### config.mk
export PLATFORM = sky130hd
export DESIGN_NAME = ppm_port
export DESIGN_NICKNAME = d
export VERILOG_FILES = /design/src/pkg/ppm_pkg.sv /design/src/verilog/ppm_port.sv
export VERILOG_INCLUDE_DIRS = /design/src /design/src/pkg
export SDC_FILE = /design/constraint.sdc
export NUM_CORES = 1
export LEC_CHECK = 0
export ABC_AREA = 1
export ABC_CLOCK_PERIOD_IN_PS = 4500
export BUFFER_PORTS_ARGS = -buffer_cell sky130_fd_sc_hd__clkbuf_2
export CAP_MARGIN = 25
export CORE_MARGIN = 5
export CORE_UTILIZATION = 50
export CTS_BUF_LIST = sky130_fd_sc_hd__clkbuf_8
export DETAILED_ROUTE_END_ITERATION = 7
export PLACE_DENSITY = 0.84
export SYNTH_ARGS = -nofsm -noshare
export SYNTH_HDL_FRONTEND = slang
export SYNTH_SLANG_ARGS = --single-unit
export TNS_END_PERCENT = 100
### constraint.sdc
create_clock -name clk -period 4.5 [get_ports clk]
set_input_delay 0.45 -clock clk [delete_from_list [all_inputs] [get_ports clk]]
set_output_delay 0.45 -clock clk [all_outputs]
set_load 0.005 [all_outputs]
### src/pkg/ppm_cfg.svh
`ifndef PPM_CFG_SVH
`define PPM_CFG_SVH

// Byte addresses of the four registers
`define PPM_OFF_PA      8'h00
`define PPM_OFF_PB      8'h04
`define PPM_OFF_PC      8'h08
`define PPM_OFF_CTL     8'h0c
`define PPM_ADDR_W      8

// Control word after chip reset: basic mode, every port input
`define PPM_CTL_RESET   8'h9b

// Control word fields
`define PPM_CTL_SEL     7
`define PPM_A_MODE_HI   6
`define PPM_A_MODE_LO   5
`define PPM_A_DIR       4
`define PPM_CU_DIR      3
`define PPM_B_MODE      2
`define PPM_B_DIR       1
`define PPM_CL_DIR      0

// Port C pin roles in strobed mode
`define PPM_PC_A_OBF    7
`define PPM_PC_A_ACK    6
`define PPM_PC_A_IBF    5
`define PPM_PC_A_STB    4
`define PPM_PC_A_IRQ    3
`define PPM_PC_B_HS     2
`define PPM_PC_B_FULL   1
`define PPM_PC_B_IRQ    0

// Bus responses
`define PPM_RESP_OKAY   2'b00
`define PPM_RESP_SLVERR 2'b10

`endif

### src/pkg/ppm_pkg.sv
`include "ppm_cfg.svh"

package ppm_pkg;

    // Group A operating mode
    typedef enum logic [1:0] {MODE_BASIC, MODE_STROBED, MODE_BIDIR} ppm_mode_e;

    // AXI4-Lite master to slave
    typedef struct packed {
        logic                    awvalid;
        logic [`PPM_ADDR_W-1:0]  awaddr;
        logic                    wvalid;
        logic [31:0]             wdata;
        logic [3:0]              wstrb;
        logic                    bready;
        logic                    arvalid;
        logic [`PPM_ADDR_W-1:0]  araddr;
        logic                    rready;
    } ppm_axi_req_s;

    // AXI4-Lite slave to master
    typedef struct packed {
        logic        awready;
        logic        wready;
        logic        bvalid;
        logic [1:0]  bresp;
        logic        arready;
        logic        rvalid;
        logic [31:0] rdata;
        logic [1:0]  rresp;
    } ppm_axi_rsp_s;

    // One 8-bit pin group, enable low while driven
    typedef struct packed {
        logic [7:0] out;
        logic [7:0] oeN;
    } ppm_pin_s;

    // Data latches and handshake flags of one group
    typedef struct packed {
        logic [7:0] outLat;
        logic [7:0] inLat;
        logic       ibf;
        logic       obfN;
        logic       intr;
    } ppm_grp_s;

    // Whole state of the port block
    typedef struct packed {
        logic [7:0]             ctl;
        ppm_grp_s               grpA;
        ppm_grp_s               grpB;
        logic [7:0]             latC;
        logic                   groupAOutputIrqEnable;
        logic                   groupAInputIrqEnable;
        logic                   groupBIrqEnable;
        logic [2:0]             syncMeta;
        logic [2:0]             syncHs;
        logic [2:0]             syncPrev;
        logic [7:0]             dA1;
        logic [7:0]             dA2;
        logic [7:0]             dB1;
        logic [7:0]             dB2;
        logic                   awHave;
        logic [`PPM_ADDR_W-1:0] awAddr;
        logic                   wHave;
        logic [31:0]            wData;
        logic [3:0]             wStrb;
        logic                   bvalid;
        logic [1:0]             bresp;
        logic                   rvalid;
        logic [31:0]            rdata;
        logic [1:0]             rresp;
    } ppm_state_s;

endpackage : ppm_pkg

### src/verilog/ppm_port.sv
// Added by the designer: the register addresses and the AXI4-Lite interface to the registers.
`include "ppm_cfg.svh"

module ppm_port
    import ppm_pkg::*;
(
    input  wire logic         clk,     // 250 MHz system clock
    input  wire logic         rst,     // Asynchronous reset, active high
    input  wire ppm_axi_req_s axiReq,  // Register bus request
    output      ppm_axi_rsp_s axiRsp,  // Register bus answer
    input  wire logic [7:0]   paIn,    // Port A pin levels
    input  wire logic [7:0]   pbIn,    // Port B pin levels
    input  wire logic [7:0]   pcIn,    // Port C pin levels
    output      ppm_pin_s     paPin,   // Port A drive
    output      ppm_pin_s     pbPin,   // Port B drive
    output      ppm_pin_s     pcPin    // Port C drive
);

    ////////////////////////////////////////////////////////////////////////////////////
    ppm_state_s             st_r;
    ppm_state_s             st_nxt;
    ppm_mode_e              aMode;
    logic                   aIn;
    logic                   bIn;
    logic                   bStrobed;
    logic                   awFire;
    logic                   wFire;
    logic                   wrEn;
    logic [`PPM_ADDR_W-1:0] wrAddr;
    logic [31:0]            wrData;
    logic [3:0]             wrStrb;
    logic                   wrLane;
    logic                   wrA;
    logic                   wrB;
    logic                   wrC;
    logic                   wrCtl;
    logic                   rdEn;
    logic                   rdA;
    logic                   rdB;
    logic                   hsA;
    logic                   hsAPrev;
    logic                   inteA;
    logic [2:0]             bsrBit;
    logic [7:0]             pcVal;
    logic [7:0]             pcDrv;
    logic                   paDrv;
    logic                   pbDrv;
    logic [7:0]             rdByte;

    // Only four aligned words answer; the rest give a slave error
    function automatic logic is_mapped(input logic [`PPM_ADDR_W-1:0] addr);
        return addr == `PPM_OFF_PA || addr == `PPM_OFF_PB ||
               addr == `PPM_OFF_PC || addr == `PPM_OFF_CTL;
    endfunction : is_mapped

    // One group's handshake; a strobe fall setting input-full wins over a host read, other host clears win
    function automatic ppm_grp_s grp_step(
        input ppm_grp_s   g,
        input logic       strobed,
        input logic       dirIn,
        input logic       hs,
        input logic       hsPrev,
        input logic       inte,
        input logic       rd,
        input logic       wr,
        input logic [7:0] wd,
        input logic [7:0] pinData
    );
        ppm_grp_s n;
        n = g;
        if (wr) begin
            n.outLat = wd;
        end
        if (strobed && dirIn) begin
            if (!hs) begin
                n.inLat = pinData;
            end
            n.ibf  = (hsPrev && !hs) || (g.ibf && !rd);
            n.intr = (hs && n.ibf && inte) || (g.intr && !rd);
        end else if (strobed) begin
            // Host write wins over a held acknowledge so new data is not lost
            n.obfN = wr ? 1'b0 : (!hs ? 1'b1 : g.obfN);
            n.intr = (hs && n.obfN && inte) || (g.intr && !wr);
        end
        return n;
    endfunction : grp_step

    ////////////////////////////////////////////////////////////////////////////////////
    // Mode and direction decode from the control word
    assign aMode    = st_r.ctl[`PPM_A_MODE_HI] ? MODE_BIDIR :
                      (st_r.ctl[`PPM_A_MODE_LO] ? MODE_STROBED : MODE_BASIC);
    assign bStrobed = st_r.ctl[`PPM_B_MODE];
    assign aIn      = st_r.ctl[`PPM_A_DIR];
    assign bIn      = st_r.ctl[`PPM_B_DIR];

    // Group A uses strobe or acknowledge pin depending on direction
    assign hsA     = aIn ? st_r.syncHs[1] : st_r.syncHs[2];
    assign hsAPrev = aIn ? st_r.syncPrev[1] : st_r.syncPrev[2];
    assign inteA   = aIn ? st_r.groupAInputIrqEnable : st_r.groupAOutputIrqEnable;

    ////////////////////////////////////////////////////////////////////////////////////
    // Write channel: address and data taken in either order, one at a time
    assign awFire = axiReq.awvalid && !st_r.awHave && !st_r.bvalid;
    assign wFire  = axiReq.wvalid && !st_r.wHave && !st_r.bvalid;
    assign wrAddr = st_r.awHave ? st_r.awAddr : axiReq.awaddr;
    assign wrData = st_r.wHave ? st_r.wData : axiReq.wdata;
    assign wrStrb = st_r.wHave ? st_r.wStrb : axiReq.wstrb;
    assign wrEn   = !st_r.bvalid && (st_r.awHave || awFire) && (st_r.wHave || wFire);
    // Registers are one byte wide, so only lane 0 stores
    assign wrLane = wrEn && wrStrb[0];
    assign wrA    = wrLane && wrAddr == `PPM_OFF_PA;
    assign wrB    = wrLane && wrAddr == `PPM_OFF_PB;
    assign wrC    = wrLane && wrAddr == `PPM_OFF_PC;
    assign wrCtl  = wrLane && wrAddr == `PPM_OFF_CTL;
    assign bsrBit = wrData[3:1];

    // Read channel: one read under way, answered the next cycle
    assign rdEn = axiReq.arvalid && !st_r.rvalid;
    assign rdA  = rdEn && axiReq.araddr == `PPM_OFF_PA;
    assign rdB  = rdEn && axiReq.araddr == `PPM_OFF_PB;

    ////////////////////////////////////////////////////////////////////////////////////
    // Pin drive and read-back mux
    always_comb begin
        pcVal = st_r.latC;
        pcDrv = {{4{!st_r.ctl[`PPM_CU_DIR]}}, {4{!st_r.ctl[`PPM_CL_DIR]}}};
        paDrv = 1'b0;
        unique case (aMode)
            MODE_BASIC: begin
                paDrv = !aIn;
            end
            MODE_STROBED: begin
                paDrv = !aIn;
                pcVal[`PPM_PC_A_IRQ] = st_r.grpA.intr;
                pcDrv[`PPM_PC_A_IRQ] = 1'b1;
                if (aIn) begin
                    pcVal[`PPM_PC_A_IBF] = st_r.grpA.ibf;
                    pcDrv[`PPM_PC_A_IBF] = 1'b1;
                    pcDrv[`PPM_PC_A_STB] = 1'b0;
                end else begin
                    pcVal[`PPM_PC_A_OBF] = st_r.grpA.obfN;
                    pcDrv[`PPM_PC_A_OBF] = 1'b1;
                    pcDrv[`PPM_PC_A_ACK] = 1'b0;
                end
            end
            MODE_BIDIR: begin
                paDrv = 1'b0;
            end
        endcase
        pbDrv = !bIn;
        if (bStrobed) begin
            // Low direction bit has no say once group B handshakes
            pcVal[`PPM_PC_B_IRQ]  = st_r.grpB.intr;
            pcVal[`PPM_PC_B_FULL] = bIn ? st_r.grpB.ibf : st_r.grpB.obfN;
            pcDrv[`PPM_PC_B_IRQ]  = 1'b1;
            pcDrv[`PPM_PC_B_FULL] = 1'b1;
            pcDrv[`PPM_PC_B_HS]   = 1'b0;
            if (aMode != MODE_STROBED) begin
                pcDrv[`PPM_PC_A_IRQ] = 1'b0;
            end
        end
        unique case (axiReq.araddr)
            `PPM_OFF_PA: begin
                rdByte = (aMode == MODE_STROBED && aIn) ? st_r.grpA.inLat :
                         (paDrv ? st_r.grpA.outLat : paIn);
            end
            `PPM_OFF_PB: begin
                rdByte = (bStrobed && bIn) ? st_r.grpB.inLat :
                         (pbDrv ? st_r.grpB.outLat : pbIn);
            end
            `PPM_OFF_PC: begin
                rdByte = (pcVal & pcDrv) | (pcIn & ~pcDrv);
            end
            `PPM_OFF_CTL: begin
                rdByte = st_r.ctl;
            end
            default: begin
                rdByte = 8'h00;
            end
        endcase
    end

    assign paPin.out = st_r.grpA.outLat;
    assign paPin.oeN = {8{!paDrv}};
    assign pbPin.out = st_r.grpB.outLat;
    assign pbPin.oeN = {8{!pbDrv}};
    assign pcPin.out = pcVal;
    assign pcPin.oeN = ~pcDrv;

    assign axiRsp.awready = !st_r.awHave && !st_r.bvalid;
    assign axiRsp.wready  = !st_r.wHave && !st_r.bvalid;
    assign axiRsp.bvalid  = st_r.bvalid;
    assign axiRsp.bresp   = st_r.bresp;
    assign axiRsp.arready = !st_r.rvalid;
    assign axiRsp.rvalid  = st_r.rvalid;
    assign axiRsp.rdata   = st_r.rdata;
    assign axiRsp.rresp   = st_r.rresp;

    ////////////////////////////////////////////////////////////////////////////////////
    // Next state
    always_comb begin
        st_nxt = st_r;
        // Handshake pins and data pipelined alike so the capture lines up
        st_nxt.syncMeta = {pcIn[`PPM_PC_A_ACK], pcIn[`PPM_PC_A_STB], pcIn[`PPM_PC_B_HS]};
        st_nxt.syncHs   = st_r.syncMeta;
        st_nxt.syncPrev = st_r.syncHs;
        st_nxt.dA1      = paIn;
        st_nxt.dA2      = st_r.dA1;
        st_nxt.dB1      = pbIn;
        st_nxt.dB2      = st_r.dB1;
        st_nxt.grpA = grp_step(st_r.grpA, aMode == MODE_STROBED, aIn, hsA, hsAPrev,
                               inteA, rdA, wrA, wrData[7:0], st_r.dA2);
        st_nxt.grpB = grp_step(st_r.grpB, bStrobed, bIn, st_r.syncHs[0], st_r.syncPrev[0],
                               st_r.groupBIrqEnable, rdB, wrB, wrData[7:0], st_r.dB2);
        if (wrC) begin
            st_nxt.latC = wrData[7:0];
        end
        if (wrCtl && wrData[`PPM_CTL_SEL]) begin
            // Any mode write restarts the port from a clean state
            st_nxt.ctl    = wrData[7:0];
            st_nxt.grpA   = '0;
            st_nxt.grpB   = '0;
            // Output-full is active low: a cleared buffer reads high
            st_nxt.grpA.obfN = 1'b1;
            st_nxt.grpB.obfN = 1'b1;
            st_nxt.latC   = 8'h00;
            st_nxt.groupAOutputIrqEnable = 1'b0;
            st_nxt.groupAInputIrqEnable  = 1'b0;
            st_nxt.groupBIrqEnable       = 1'b0;
        end else if (wrCtl) begin
            st_nxt.latC[bsrBit] = wrData[0];
            if (aMode == MODE_STROBED && aIn && bsrBit == 3'(`PPM_PC_A_STB)) begin
                st_nxt.groupAInputIrqEnable = wrData[0];
            end
            if (aMode == MODE_STROBED && !aIn && bsrBit == 3'(`PPM_PC_A_ACK)) begin
                st_nxt.groupAOutputIrqEnable = wrData[0];
            end
            if (bStrobed && bsrBit == 3'(`PPM_PC_B_HS)) begin
                st_nxt.groupBIrqEnable = wrData[0];
            end
        end
        // Bus bookkeeping
        if (awFire) begin
            st_nxt.awHave = 1'b1;
            st_nxt.awAddr = axiReq.awaddr;
        end
        if (wFire) begin
            st_nxt.wHave = 1'b1;
            st_nxt.wData = axiReq.wdata;
            st_nxt.wStrb = axiReq.wstrb;
        end
        if (wrEn) begin
            st_nxt.awHave = 1'b0;
            st_nxt.wHave  = 1'b0;
            st_nxt.bvalid = 1'b1;
            st_nxt.bresp  = is_mapped(wrAddr) ? `PPM_RESP_OKAY : `PPM_RESP_SLVERR;
        end else if (st_r.bvalid && axiReq.bready) begin
            st_nxt.bvalid = 1'b0;
        end
        if (rdEn) begin
            st_nxt.rvalid = 1'b1;
            st_nxt.rdata  = {24'h000000, rdByte};
            st_nxt.rresp  = is_mapped(axiReq.araddr) ? `PPM_RESP_OKAY : `PPM_RESP_SLVERR;
        end else if (st_r.rvalid && axiReq.rready) begin
            st_nxt.rvalid = 1'b0;
        end
    end

    // State register; reset leaves every port an input in basic mode
    always_ff @(posedge clk or posedge rst) begin
        if (rst) begin
            st_r     <= '0;
            st_r.ctl <= `PPM_CTL_RESET;
            st_r.grpA.obfN <= 1'b1;
            st_r.grpB.obfN <= 1'b1;
            st_r.syncMeta <= 3'h7;
            st_r.syncHs   <= 3'h7;
            st_r.syncPrev <= 3'h7;
        end else begin
            st_r <= st_nxt;
        end
    end
endmodule : ppm_port

* Yosys cells after proc, flatten, opt, wreduce, memory -nomap -nowiden
Index checks and enable logic that the tools add are counted.
** Storage, ports and cells
- Register bits after elaboration :: 158
- Latch bits :: 0
- Memory bits (writable) :: 0
- Bits in read-only memories :: 0
- Bits of input ports :: 83
- Output and inout port bits :: 89
- Logic and storage cells :: 213
- Memories kept :: 0
** Cells by class
- Add/subtract/negate cells :: 0
- Multiply operators :: 0
- Div/mod/pow operators :: 0
- $lt $le $gt $ge :: 2
- Equal/unequal tests :: 16
- Shift-type cells :: 0
- Muxes and demuxes :: 62
- Bitwise logic cells :: 4
- Reduce and logical (&&, ||, !) cells :: 97
** Operators with widths (count)
- two-way mux 8 bit :: 11
- logical AND 1 bit :: 42
- two-way mux 38 bit :: 1
- two-way mux 37 bit :: 1
- == test 8 x 4 -> 1 bit, second input constant :: 4
- one-hot mux 8 bit (4 select lines) :: 1
- two-way mux 1 bit :: 30
- nonzero test 2 bit :: 14
- two-way mux 9 bit :: 3
- two-way mux 11 bit :: 2
- AND 8 bit :: 2
- == test 8 x 3 -> 1 bit, second input constant :: 2
- logical NOT 8 bit :: 2
- two-way mux 2 bit :: 8
- logical NOT 1 bit :: 14
- logical OR 1 bit :: 14
- AND reduction 2 bit :: 7
- bitwise mux 8 bit :: 1
- inequality test 2 x 1 -> 1 bit, second input constant :: 4
- inverter 8 bit :: 1
- bitwise OR 8 bit :: 1
- == test 3 bit, second input constant :: 2
- nonzero test 3 bit :: 2
- two-way mux 5 bit :: 1
- 11 further kinds :: 11

* Longest topological paths before layout
Gate-level depths: netlist of run 1.
- Depth in word-level cells :: 15
- Depth in mapped cells :: 13
- Depth with buffers taken out :: 12

* Worst setup path after synthesis of run 1
No wires, ideal clock.
- Path type :: reg2out
- Start point :: register st_r (netlist bit aIn)
- End point :: output port pcPin[13] in the netlist's numbering
- Arrival :: 1.217 ns
- Data required time :: 4.050 ns
- Slack :: 2.833 ns
- Cell stages (with the launch flop) :: 7
- Path buffers :: 1
- Cells stage by stage :: dfstp_2 -> buf_2 -> inv_1 -> nor2_2 -> nand2_1 -> and2_1 -> inv_1
** RTL lines
- start: declaration :: line ppm_port.sv:20 : ppm_state_s st_r;
- start signal: assignment :: line ppm_port.sv:280 : st_r <= st_nxt;
- end: declaration :: line ppm_port.sv:16 : output ppm_pin_s pcPin

==> flow_summary.json, run 1 <==
{
  "result_of_the_run": "completed",
  "slew-limit-headroom_pct": 47.84,
  "antenna_found_initial": 0,
  "grt.total_usage_pct": 20.53,
  "hold_slack_ps": 96.96,
  "ctsHoldBuffers": 0,
  "timing.critical_path.buf_inv": 2,
  "post-route-period-util_pct": 54.98,
  "power_frac_seq_pct": 42.8,
  "post-route-drc-count": 0,
  "worst_ep_arrival_time_ps": 2020,
  "syn-instance-count": 823,
  "initial_util_pct": 50.41,
  "tritoncts.num_buffers": 17,
  "clkPwrFrac_pct": 29.1,
  "critical-path-max-stage-delay_ps": 450,
  "synth-edff-count": 0,
  "core_area_um2": 13720,
  "syn2layout_area_growth_pct": 9.714,
  "setup_tns_ps": 0,
  "path_common_cell": "sky130_fd_sc_hd__nand2_1",
  "worst-slew-pin-transition_ps": 775.2,
  "setup_violations": 0,
  "path_delay_family": "simple AND/OR/NAND/NOR gates",
  "dr.first_iter.drc_count": 702,
  "synth_top_cell_area_share_pct": 40.88,
  "fraction_of_power_spent_switching_nets_pct": 34.95,
  "timing.final.hold_violations": 0,
  "floorplan.die.width_um": 127.6,
  "cts_sinks": 129,
  "finalClockSkew_ps": 11.22,
  "power_per_cell_area_nw_per_um2": 474.7,
  "leakage_uw": 0.003952,
  "detailed_place_hpwl_um": 12380,
  "synth_area_per_cell_um2": 8.404,
  "via_total_after_detailed_routing": 5550,
  "global_route_wire_length_before_repair_um": 26320,
  "hp-class": "in -> async",
  "drt_wl_total_um": 16380,
  "cts_setup_buffers": 0,
  "netlist_top_cells_area": "sky130_fd_sc_hd__dfrtp_1, sky130_fd_sc_hd__nand2_1, sky130_fd_sc_hd__buf_4",
  "floorplan.die_area_um2": 16290,
  "share_of_layout_cells_above_drive_strength_1_pct": 25.99,
  "post_dp_cell_area_um2": 7168,
  "fmaxAchievable_ghz": 0.4042,
  "crit_chain": "nor2_1 -> nand2_1 -> nand2_1 -> and2_1 -> inv_1 -> clkbuf_2",
  "port_buffers": 118,
  "use_met2_pct": 33.11,
  "worst_ep_required_time_ps": 4050,
  "critical_path_peak_fanout": 20,
  "syn-cell-area_um2": 6917,
  "finalWeightedCongestion": 0.8985,
  "detail_route.first_pass.iterations": 5,
  "cp.depth": 6,
  "antenna-diode-count": 0,
  "timing_max_transition_violations_final": 0,
  "grt_max_degree": 56,
  "max-clock-path-buffers": 2,
  "y_dimension_of_the_die_um": 127.6,
  "unrepaired_setup_endpoints_after_global_routing": "no",
  "cts.repair.resized": 0,
  "netSwitchingPower_uw": 1259,
  "power.combinational.fraction_pct": 28.1,
  "globalRouteMet3Util_pct": 4.139,
  "element_type_at_the_critical_path_end": "output pin",
  "p_int_uw": 2343,
  "synth_async_sr_flop_share_pct": 100.0,
  "finalInstanceArea_um2": 7589,
  "wl_per_cell_um": 15.05,
  "fill_cells": 1227,
  "timing_worst_setup_path_type": "reg -> out",
  "synth-main-ff-cell": "sky130_fd_sc_hd__dfrtp_1",
  "clkLatencyLatePin_ps": 440,
  "num_io_pins": 172,
  "synth.ff_latch_count": 129,
  "std_cell_rows": 43,
  "post_drt_via_cell_ratio": 5.101,
  "r2r_cells": 11,
  "power.ir.vdd_worst_mv": 0.2879,
  "timing.critical_path.from_type": "flop",
  "busiest_layer": "met2",
  "synth_cell_type_count": 46,
  "fin_nets": 978,
  "grt_use_met1_pct": 27.23,
  "antenna_violating_nets_post_route": 0,
  "clock_tree.root_cell": "sky130_fd_sc_hd__clkbuf_8",
  "ys.warnings.count": 0,
  "ys_seq_area_share_pct": 46.96,
  "grt.overflow.total": 0,
  "period_minus_slack_ps": 2474,
  "cts_max_level": 4,
  "number_of_global_route_vias_before_repair": 5154,
  "clkSlewWorstSetupHoldPaths_ps": 80,
  "cp_slowest_cell": "sky130_fd_sc_hd__dfrtp_1",
  "tritoncts": "built",
  "maximum_capacitance_violations": 0,
  "post-synth-top-area-cell": "sky130_fd_sc_hd__dfrtp_1"
}
==> flip-flops by register name, summed over array words and instances, names as in the netlist <==
signal and cells:
pbPin 9, axiRsp 12, st_r 73, aIn 1, st_nxt 22, bStrobed 1, pcPin 3, paPin 8
==> cell families (layout without fill, tap and decap cells) <==
kind of cell,after synthesis,after routing,share of synthesized area (%)
flip-flops,129,129,46.96
other,1,26,0.05422
buffers and inverters,194,254,15.41
AO/OA/AOI/OAI,126,126,11.22
multiplexers,22,22,3.582
AND/OR/NAND/NOR,351,351,22.78
==> power by group through the flow <==
stage	Sequential (uW)	Combinational, uW	Clock [uW]
global placement	1550	989	0
CTS	1540	1020	1060
finish	1540	1010	1050
detailed placement	1560	1010	0
floorplan	1470	895	0
global route	1570	1150	1110
==> path summary, 6_finish.rpt <==
kind	startpoint	to	slack, ps
max	st_r[180]	pcPin[13]	2030
min	rst	st_r[82]	100
max reg2reg	st_r[83]	pcPin[10]	2230
min reg2reg	st_nxt[86]	st_r[86]	350
max in group asynchronous	rst	st_nxt[102]	3380
min in group clk	pcIn[6]	st_nxt[121]	100
==> synthesized netlist by cell type, types with 2 or more instances <==
| cell type | instances |
|---|---|
| sky130_fd_sc_hd__o21a_1 | 2 |
| sky130_fd_sc_hd__mux2_2 | 22 |
| sky130_fd_sc_hd__or2_0 | 2 |
| sky130_fd_sc_hd__nand2_1 | 197 |
| sky130_fd_sc_hd__buf_4 | 73 |
| sky130_fd_sc_hd__buf_6 | 6 |
| sky130_fd_sc_hd__a31oi_1 | 2 |
| sky130_fd_sc_hd__o21ai_1 | 21 |
| sky130_fd_sc_hd__o31ai_1 | 6 |
| sky130_fd_sc_hd__clkinv_1 | 3 |
| sky130_fd_sc_hd__a21oi_1 | 17 |
| sky130_fd_sc_hd__nor2_2 | 7 |
| sky130_fd_sc_hd__nor3_1 | 3 |
| sky130_fd_sc_hd__nand2_4 | 3 |
| sky130_fd_sc_hd__o211ai_1 | 25 |
| sky130_fd_sc_hd__or2_1 | 3 |
| sky130_fd_sc_hd__nor2_4 | 5 |
| sky130_fd_sc_hd__clkbuf_1 | 3 |
| sky130_fd_sc_hd__nor4_1 | 2 |
| sky130_fd_sc_hd__or2_2 | 3 |
| sky130_fd_sc_hd__nand2_2 | 8 |
| sky130_fd_sc_hd__o21ai_0 | 40 |
| sky130_fd_sc_hd__nand3_2 | 3 |
| sky130_fd_sc_hd__o21ai_2 | 7 |
| sky130_fd_sc_hd__nand3_1 | 50 |
| sky130_fd_sc_hd__dfrtp_1 | 113 |
| sky130_fd_sc_hd__nor2_1 | 55 |
| sky130_fd_sc_hd__dfstp_2 | 16 |
| sky130_fd_sc_hd__inv_2 | 7 |
| sky130_fd_sc_hd__inv_1 | 91 |
| sky130_fd_sc_hd__buf_2 | 8 |
| sky130_fd_sc_hd__nand4_1 | 6 |
==> routing by layer <==
layer / vias to the layer above / wire, um
li1: 2691 / -
met1: 2586 / 6623
met2: 238 / 8011
met3: 35 / 1312
met4: 0 / 429
met5: - / 0
==> placed cells by master (no fill, tap or decap), types with 2 or more instances in the layout <==
cell type                   instances
sky130_fd_sc_hd__nand3_1           50
sky130_fd_sc_hd__clkbuf_2         118
sky130_fd_sc_hd__o211ai_1          25
sky130_fd_sc_hd__or2_2              3
sky130_fd_sc_hd__o21ai_2            7
sky130_fd_sc_hd__o21ai_1           21
sky130_fd_sc_hd__nor3_1             3
sky130_fd_sc_hd__mux2_2            22
sky130_fd_sc_hd__nor2_2             7
sky130_fd_sc_hd__nor4_1             2
sky130_fd_sc_hd__a21oi_1           17
sky130_fd_sc_hd__bufinv_16          4
sky130_fd_sc_hd__o21ai_0           40
sky130_fd_sc_hd__nand2_1          197
sky130_fd_sc_hd__conb_1            26
sky130_fd_sc_hd__clkinv_1           3
sky130_fd_sc_hd__dfrtp_1          113
sky130_fd_sc_hd__nand2_4            3
sky130_fd_sc_hd__clkinv_2           5
sky130_fd_sc_hd__buf_4              2
sky130_fd_sc_hd__dfstp_2           16
sky130_fd_sc_hd__inv_2              7
sky130_fd_sc_hd__nand4_1            6
sky130_fd_sc_hd__nand2_2            8
sky130_fd_sc_hd__or2_1              3
sky130_fd_sc_hd__a31oi_1            2
sky130_fd_sc_hd__inv_1             93
sky130_fd_sc_hd__nand3_2            3
sky130_fd_sc_hd__nor2_4             5
sky130_fd_sc_hd__o21a_1             2
sky130_fd_sc_hd__o31ai_1            6
sky130_fd_sc_hd__or2_0              2
sky130_fd_sc_hd__clkbuf_8          18
sky130_fd_sc_hd__nor2_1            55
==> through the flow <==
| stage | util, % | std cells | setup slack (ps) | total power (uW) |
|---|---|---|---|---|
| global placement | 52.25 | 1056 | 2347 | 2540 |
| CTS | 55.31 | 1088 | 2043 | 3622 |
| global route | 55.31 | 1088 | 1879 | 3830 |
| detailed placement | 52.25 | 1056 | 2310 | 2571 |
| finish | 55.31 | 1088 | 2026 | 3602 |
| floorplan | - | 848 | 635.5 | 2370 |
==> layout make-up <==
class	instances	area, um^2	share of cell area, %
clock inverter	14	172.7	2.275
clock buffer	18	247.7	3.265
sequential	129	3248	42.80
multi-input combinational	525	2696	35.53
inverter	102	392.9	5.177
timing repair buffer	120	605.6	7.980
tap	180	225.2	2.968
==> worst register-to-register path, cell delays in order (launching register included) <==
cell	delay [ps]
sky130_fd_sc_hd__dfrtp_1	790
sky130_fd_sc_hd__nand2_1	110
sky130_fd_sc_hd__nor2_1	150
sky130_fd_sc_hd__nand2_1	120
sky130_fd_sc_hd__nand2_4	150
sky130_fd_sc_hd__nand2_2	80
sky130_fd_sc_hd__nor2_4	150
sky130_fd_sc_hd__nand2_4	200
sky130_fd_sc_hd__nand2_1	190
sky130_fd_sc_hd__inv_1	90
sky130_fd_sc_hd__nand2_1	70
sky130_fd_sc_hd__o21ai_1	60
Note: power is estimated with default switching activity, not from simulation.
==> run 2: changes to the inputs <==
ABC_CLOCK_PERIOD_IN_PS = 2360   (was 4500)
clock period = 2.36 ns   (was 4.5 ns; I/O delays follow)
==> flow_summary.json, run 2 (synthesized netlist as in run 1, its figures left out) <==
{
  "max-clock-path-buffers": 2,
  "tritoncts.num_buffers": 17,
  "detailedPlace.worstSlack_ps": 253.5,
  "clkLatencyLatePin_ps": 460,
  "clock_tree.root_cell": "sky130_fd_sc_hd__clkbuf_8",
  "unrepaired_setup_endpoints_after_global_routing": "no",
  "post_drt_via_cell_ratio": 5.107,
  "slew-limit-headroom_pct": 62.27,
  "hold_slack_ps": 29.03,
  "largest_register_ffs": 73,
  "mostFrequentLayoutCells": "sky130_fd_sc_hd__nand2_1, sky130_fd_sc_hd__clkbuf_2, sky130_fd_sc_hd__dfrtp_1, sky130_fd_sc_hd__inv_1, sky130_fd_sc_hd__nor2_1",
  "via_total_after_detailed_routing": 5715,
  "drt_wl_total_um": 16830,
  "clkSlewWorstSetupHoldPaths_ps": 70,
  "power_per_cell_area_nw_per_um2": 880.6,
  "fill_cells": 1225,
  "grt.total_usage_pct": 21.18,
  "tritoncts": "built",
  "maximum_capacitance_violations": 0,
  "worst_ep_required_time_ps": 2120,
  "share_of_layout_cells_above_drive_strength_1_pct": 26.41,
  "std_cell_rows": 43,
  "port_buffers": 118,
  "fin_nets": 1009,
  "max_layer_used": "met4",
  "detailed_place_hpwl_um": 12440,
  "timing_worst_setup_path_type": "reg -> out",
  "met2RoutedLength_um": 8116,
  "floorplan.die_area_um2": 16290,
  "dr.first_iter.drc_count": 699,
  "cts_setup_buffers": 0,
  "post-route-period-util_pct": 93.23,
  "result_of_the_run": "completed",
  "cts_sinks": 129,
  "commonest_non_fill_non_tap_cell_in_the_layout": "sky130_fd_sc_hd__nand2_1",
  "antenna_violating_nets_post_route": 0,
  "num_io_pins": 172,
  "grt.overflow.total": 0,
  "timing.critical_path.from_type": "flop",
  "element_type_at_the_critical_path_end": "output pin",
  "power.ir.vdd_worst_mv": 0.6687,
  "setup_violations": 0,
  "syn2layout_area_growth_pct": 14.36,
  "setup_tns_ps": 0,
  "worst_ep_arrival_time_ps": 1960,
  "antenna-diode-count": 0,
  "timing.final.hold_violations": 0,
  "worst-slew-pin-transition_ps": 560.0,
  "detail_route.first_pass.iterations": 5,
  "largest_register_by_flop_count": "st_r",
  "timing_max_transition_violations_final": 0,
  "cts_max_level": 4,
  "global_route_wire_length_before_repair_um": 27160,
  "total_power_uw": 6966,
  "met3RoutedLength_um": 1143,
  "core_area_um2": 13720,
  "period_minus_slack_ps": 2200,
  "finalWeightedCongestion": 0.9218,
  "finalClockSkew_ps": 11.74,
  "grt_max_degree": 60,
  "leakage_uw": 0.004082,
  "antenna_found_initial": 0,
  "wl_per_cell_um": 15.04,
  "critical_path_peak_fanout": 7,
  "route.layer.met1.wl_um": 6969,
  "floorplan.die.width_um": 127.6,
  "hp-class": "in -> reg",
  "number_of_global_route_vias_before_repair": 5479,
  "initial_util_pct": 50.41,
  "worst_slack_ps": 159.9,
  "fmaxAchievable_ghz": 0.4545,
  "y_dimension_of_the_die_um": 127.6,
  "post-route-drc-count": 0
}
[run 2: timing repair]
item / CTS / global route
resized for setup: 0 / 1
setup endpoints to repair: 0 / 1
hold buffers: 22 / 0
hold endpoints to repair: 40 / 0
[run 2: per-stage QoR]
stage,instances,util (%),instance area (um^2)
3_3_place_gp,1065,52.93,7262
3_5_place_dp,1065,52.93,7262
5_1_grt,1119,57.66,7910
6_report,1119,57.66,7910
2_1_floorplan,848,-,7014
4_1_cts,1119,57.64,7908
[run 2: worst paths after layout]
check	from	end	slack (ps)	cells past startpoint
worst max-delay path	aIn	pcPin[13]	160	6
worst min-delay path	axiReq[20]	st_r[47]	30	3
worst max register to register	st_r[83]	pcPin[10]	220	11
worst min register to register	st_nxt[89]	st_r[89]	350	0
max in group asynchronous	rst	st_nxt[121]	1300	4
min in group asynchronous	rst	st_r[81]	360	3
[run 2: cell type report]
cell class | count | area [um^2] | share of cell area (%)
Clock buffer | 21 | 289.0 | 3.654
Timing Repair Buffer | 151 | 918.4 | 11.61
Sequential cell | 129 | 3248 | 41.06
Tap cell | 180 | 225.2 | 2.847
Clock inverter | 11 | 136.4 | 1.724
Multi-Input combinational cell | 525 | 2699 | 34.12
Inverter | 102 | 394.1 | 4.983
[run 2: worst max-delay path, stage by stage, from the launching register on]
cell and delay [ps]:
sky130_fd_sc_hd__dfstp_2 630, sky130_fd_sc_hd__inv_1 150, sky130_fd_sc_hd__nor2_2 310, sky130_fd_sc_hd__nand2_1 70, sky130_fd_sc_hd__and2_1 190, sky130_fd_sc_hd__inv_1 60, sky130_fd_sc_hd__clkbuf_2 100
[run 2: power breakdown]
part           internal, uW  switching [uW]  total, uW
sequential             2610             290       2900
clock                  1140             859       2000
combinational           764            1300       2060
[run 2: per-layer routing]
layer  vias to the layer above  GRT usage (%)
met5                         -              0
met4                         0          9.426
met3                        52          4.682
met2                       226          34.41
met1                      2681          27.26
li1                       2756              -
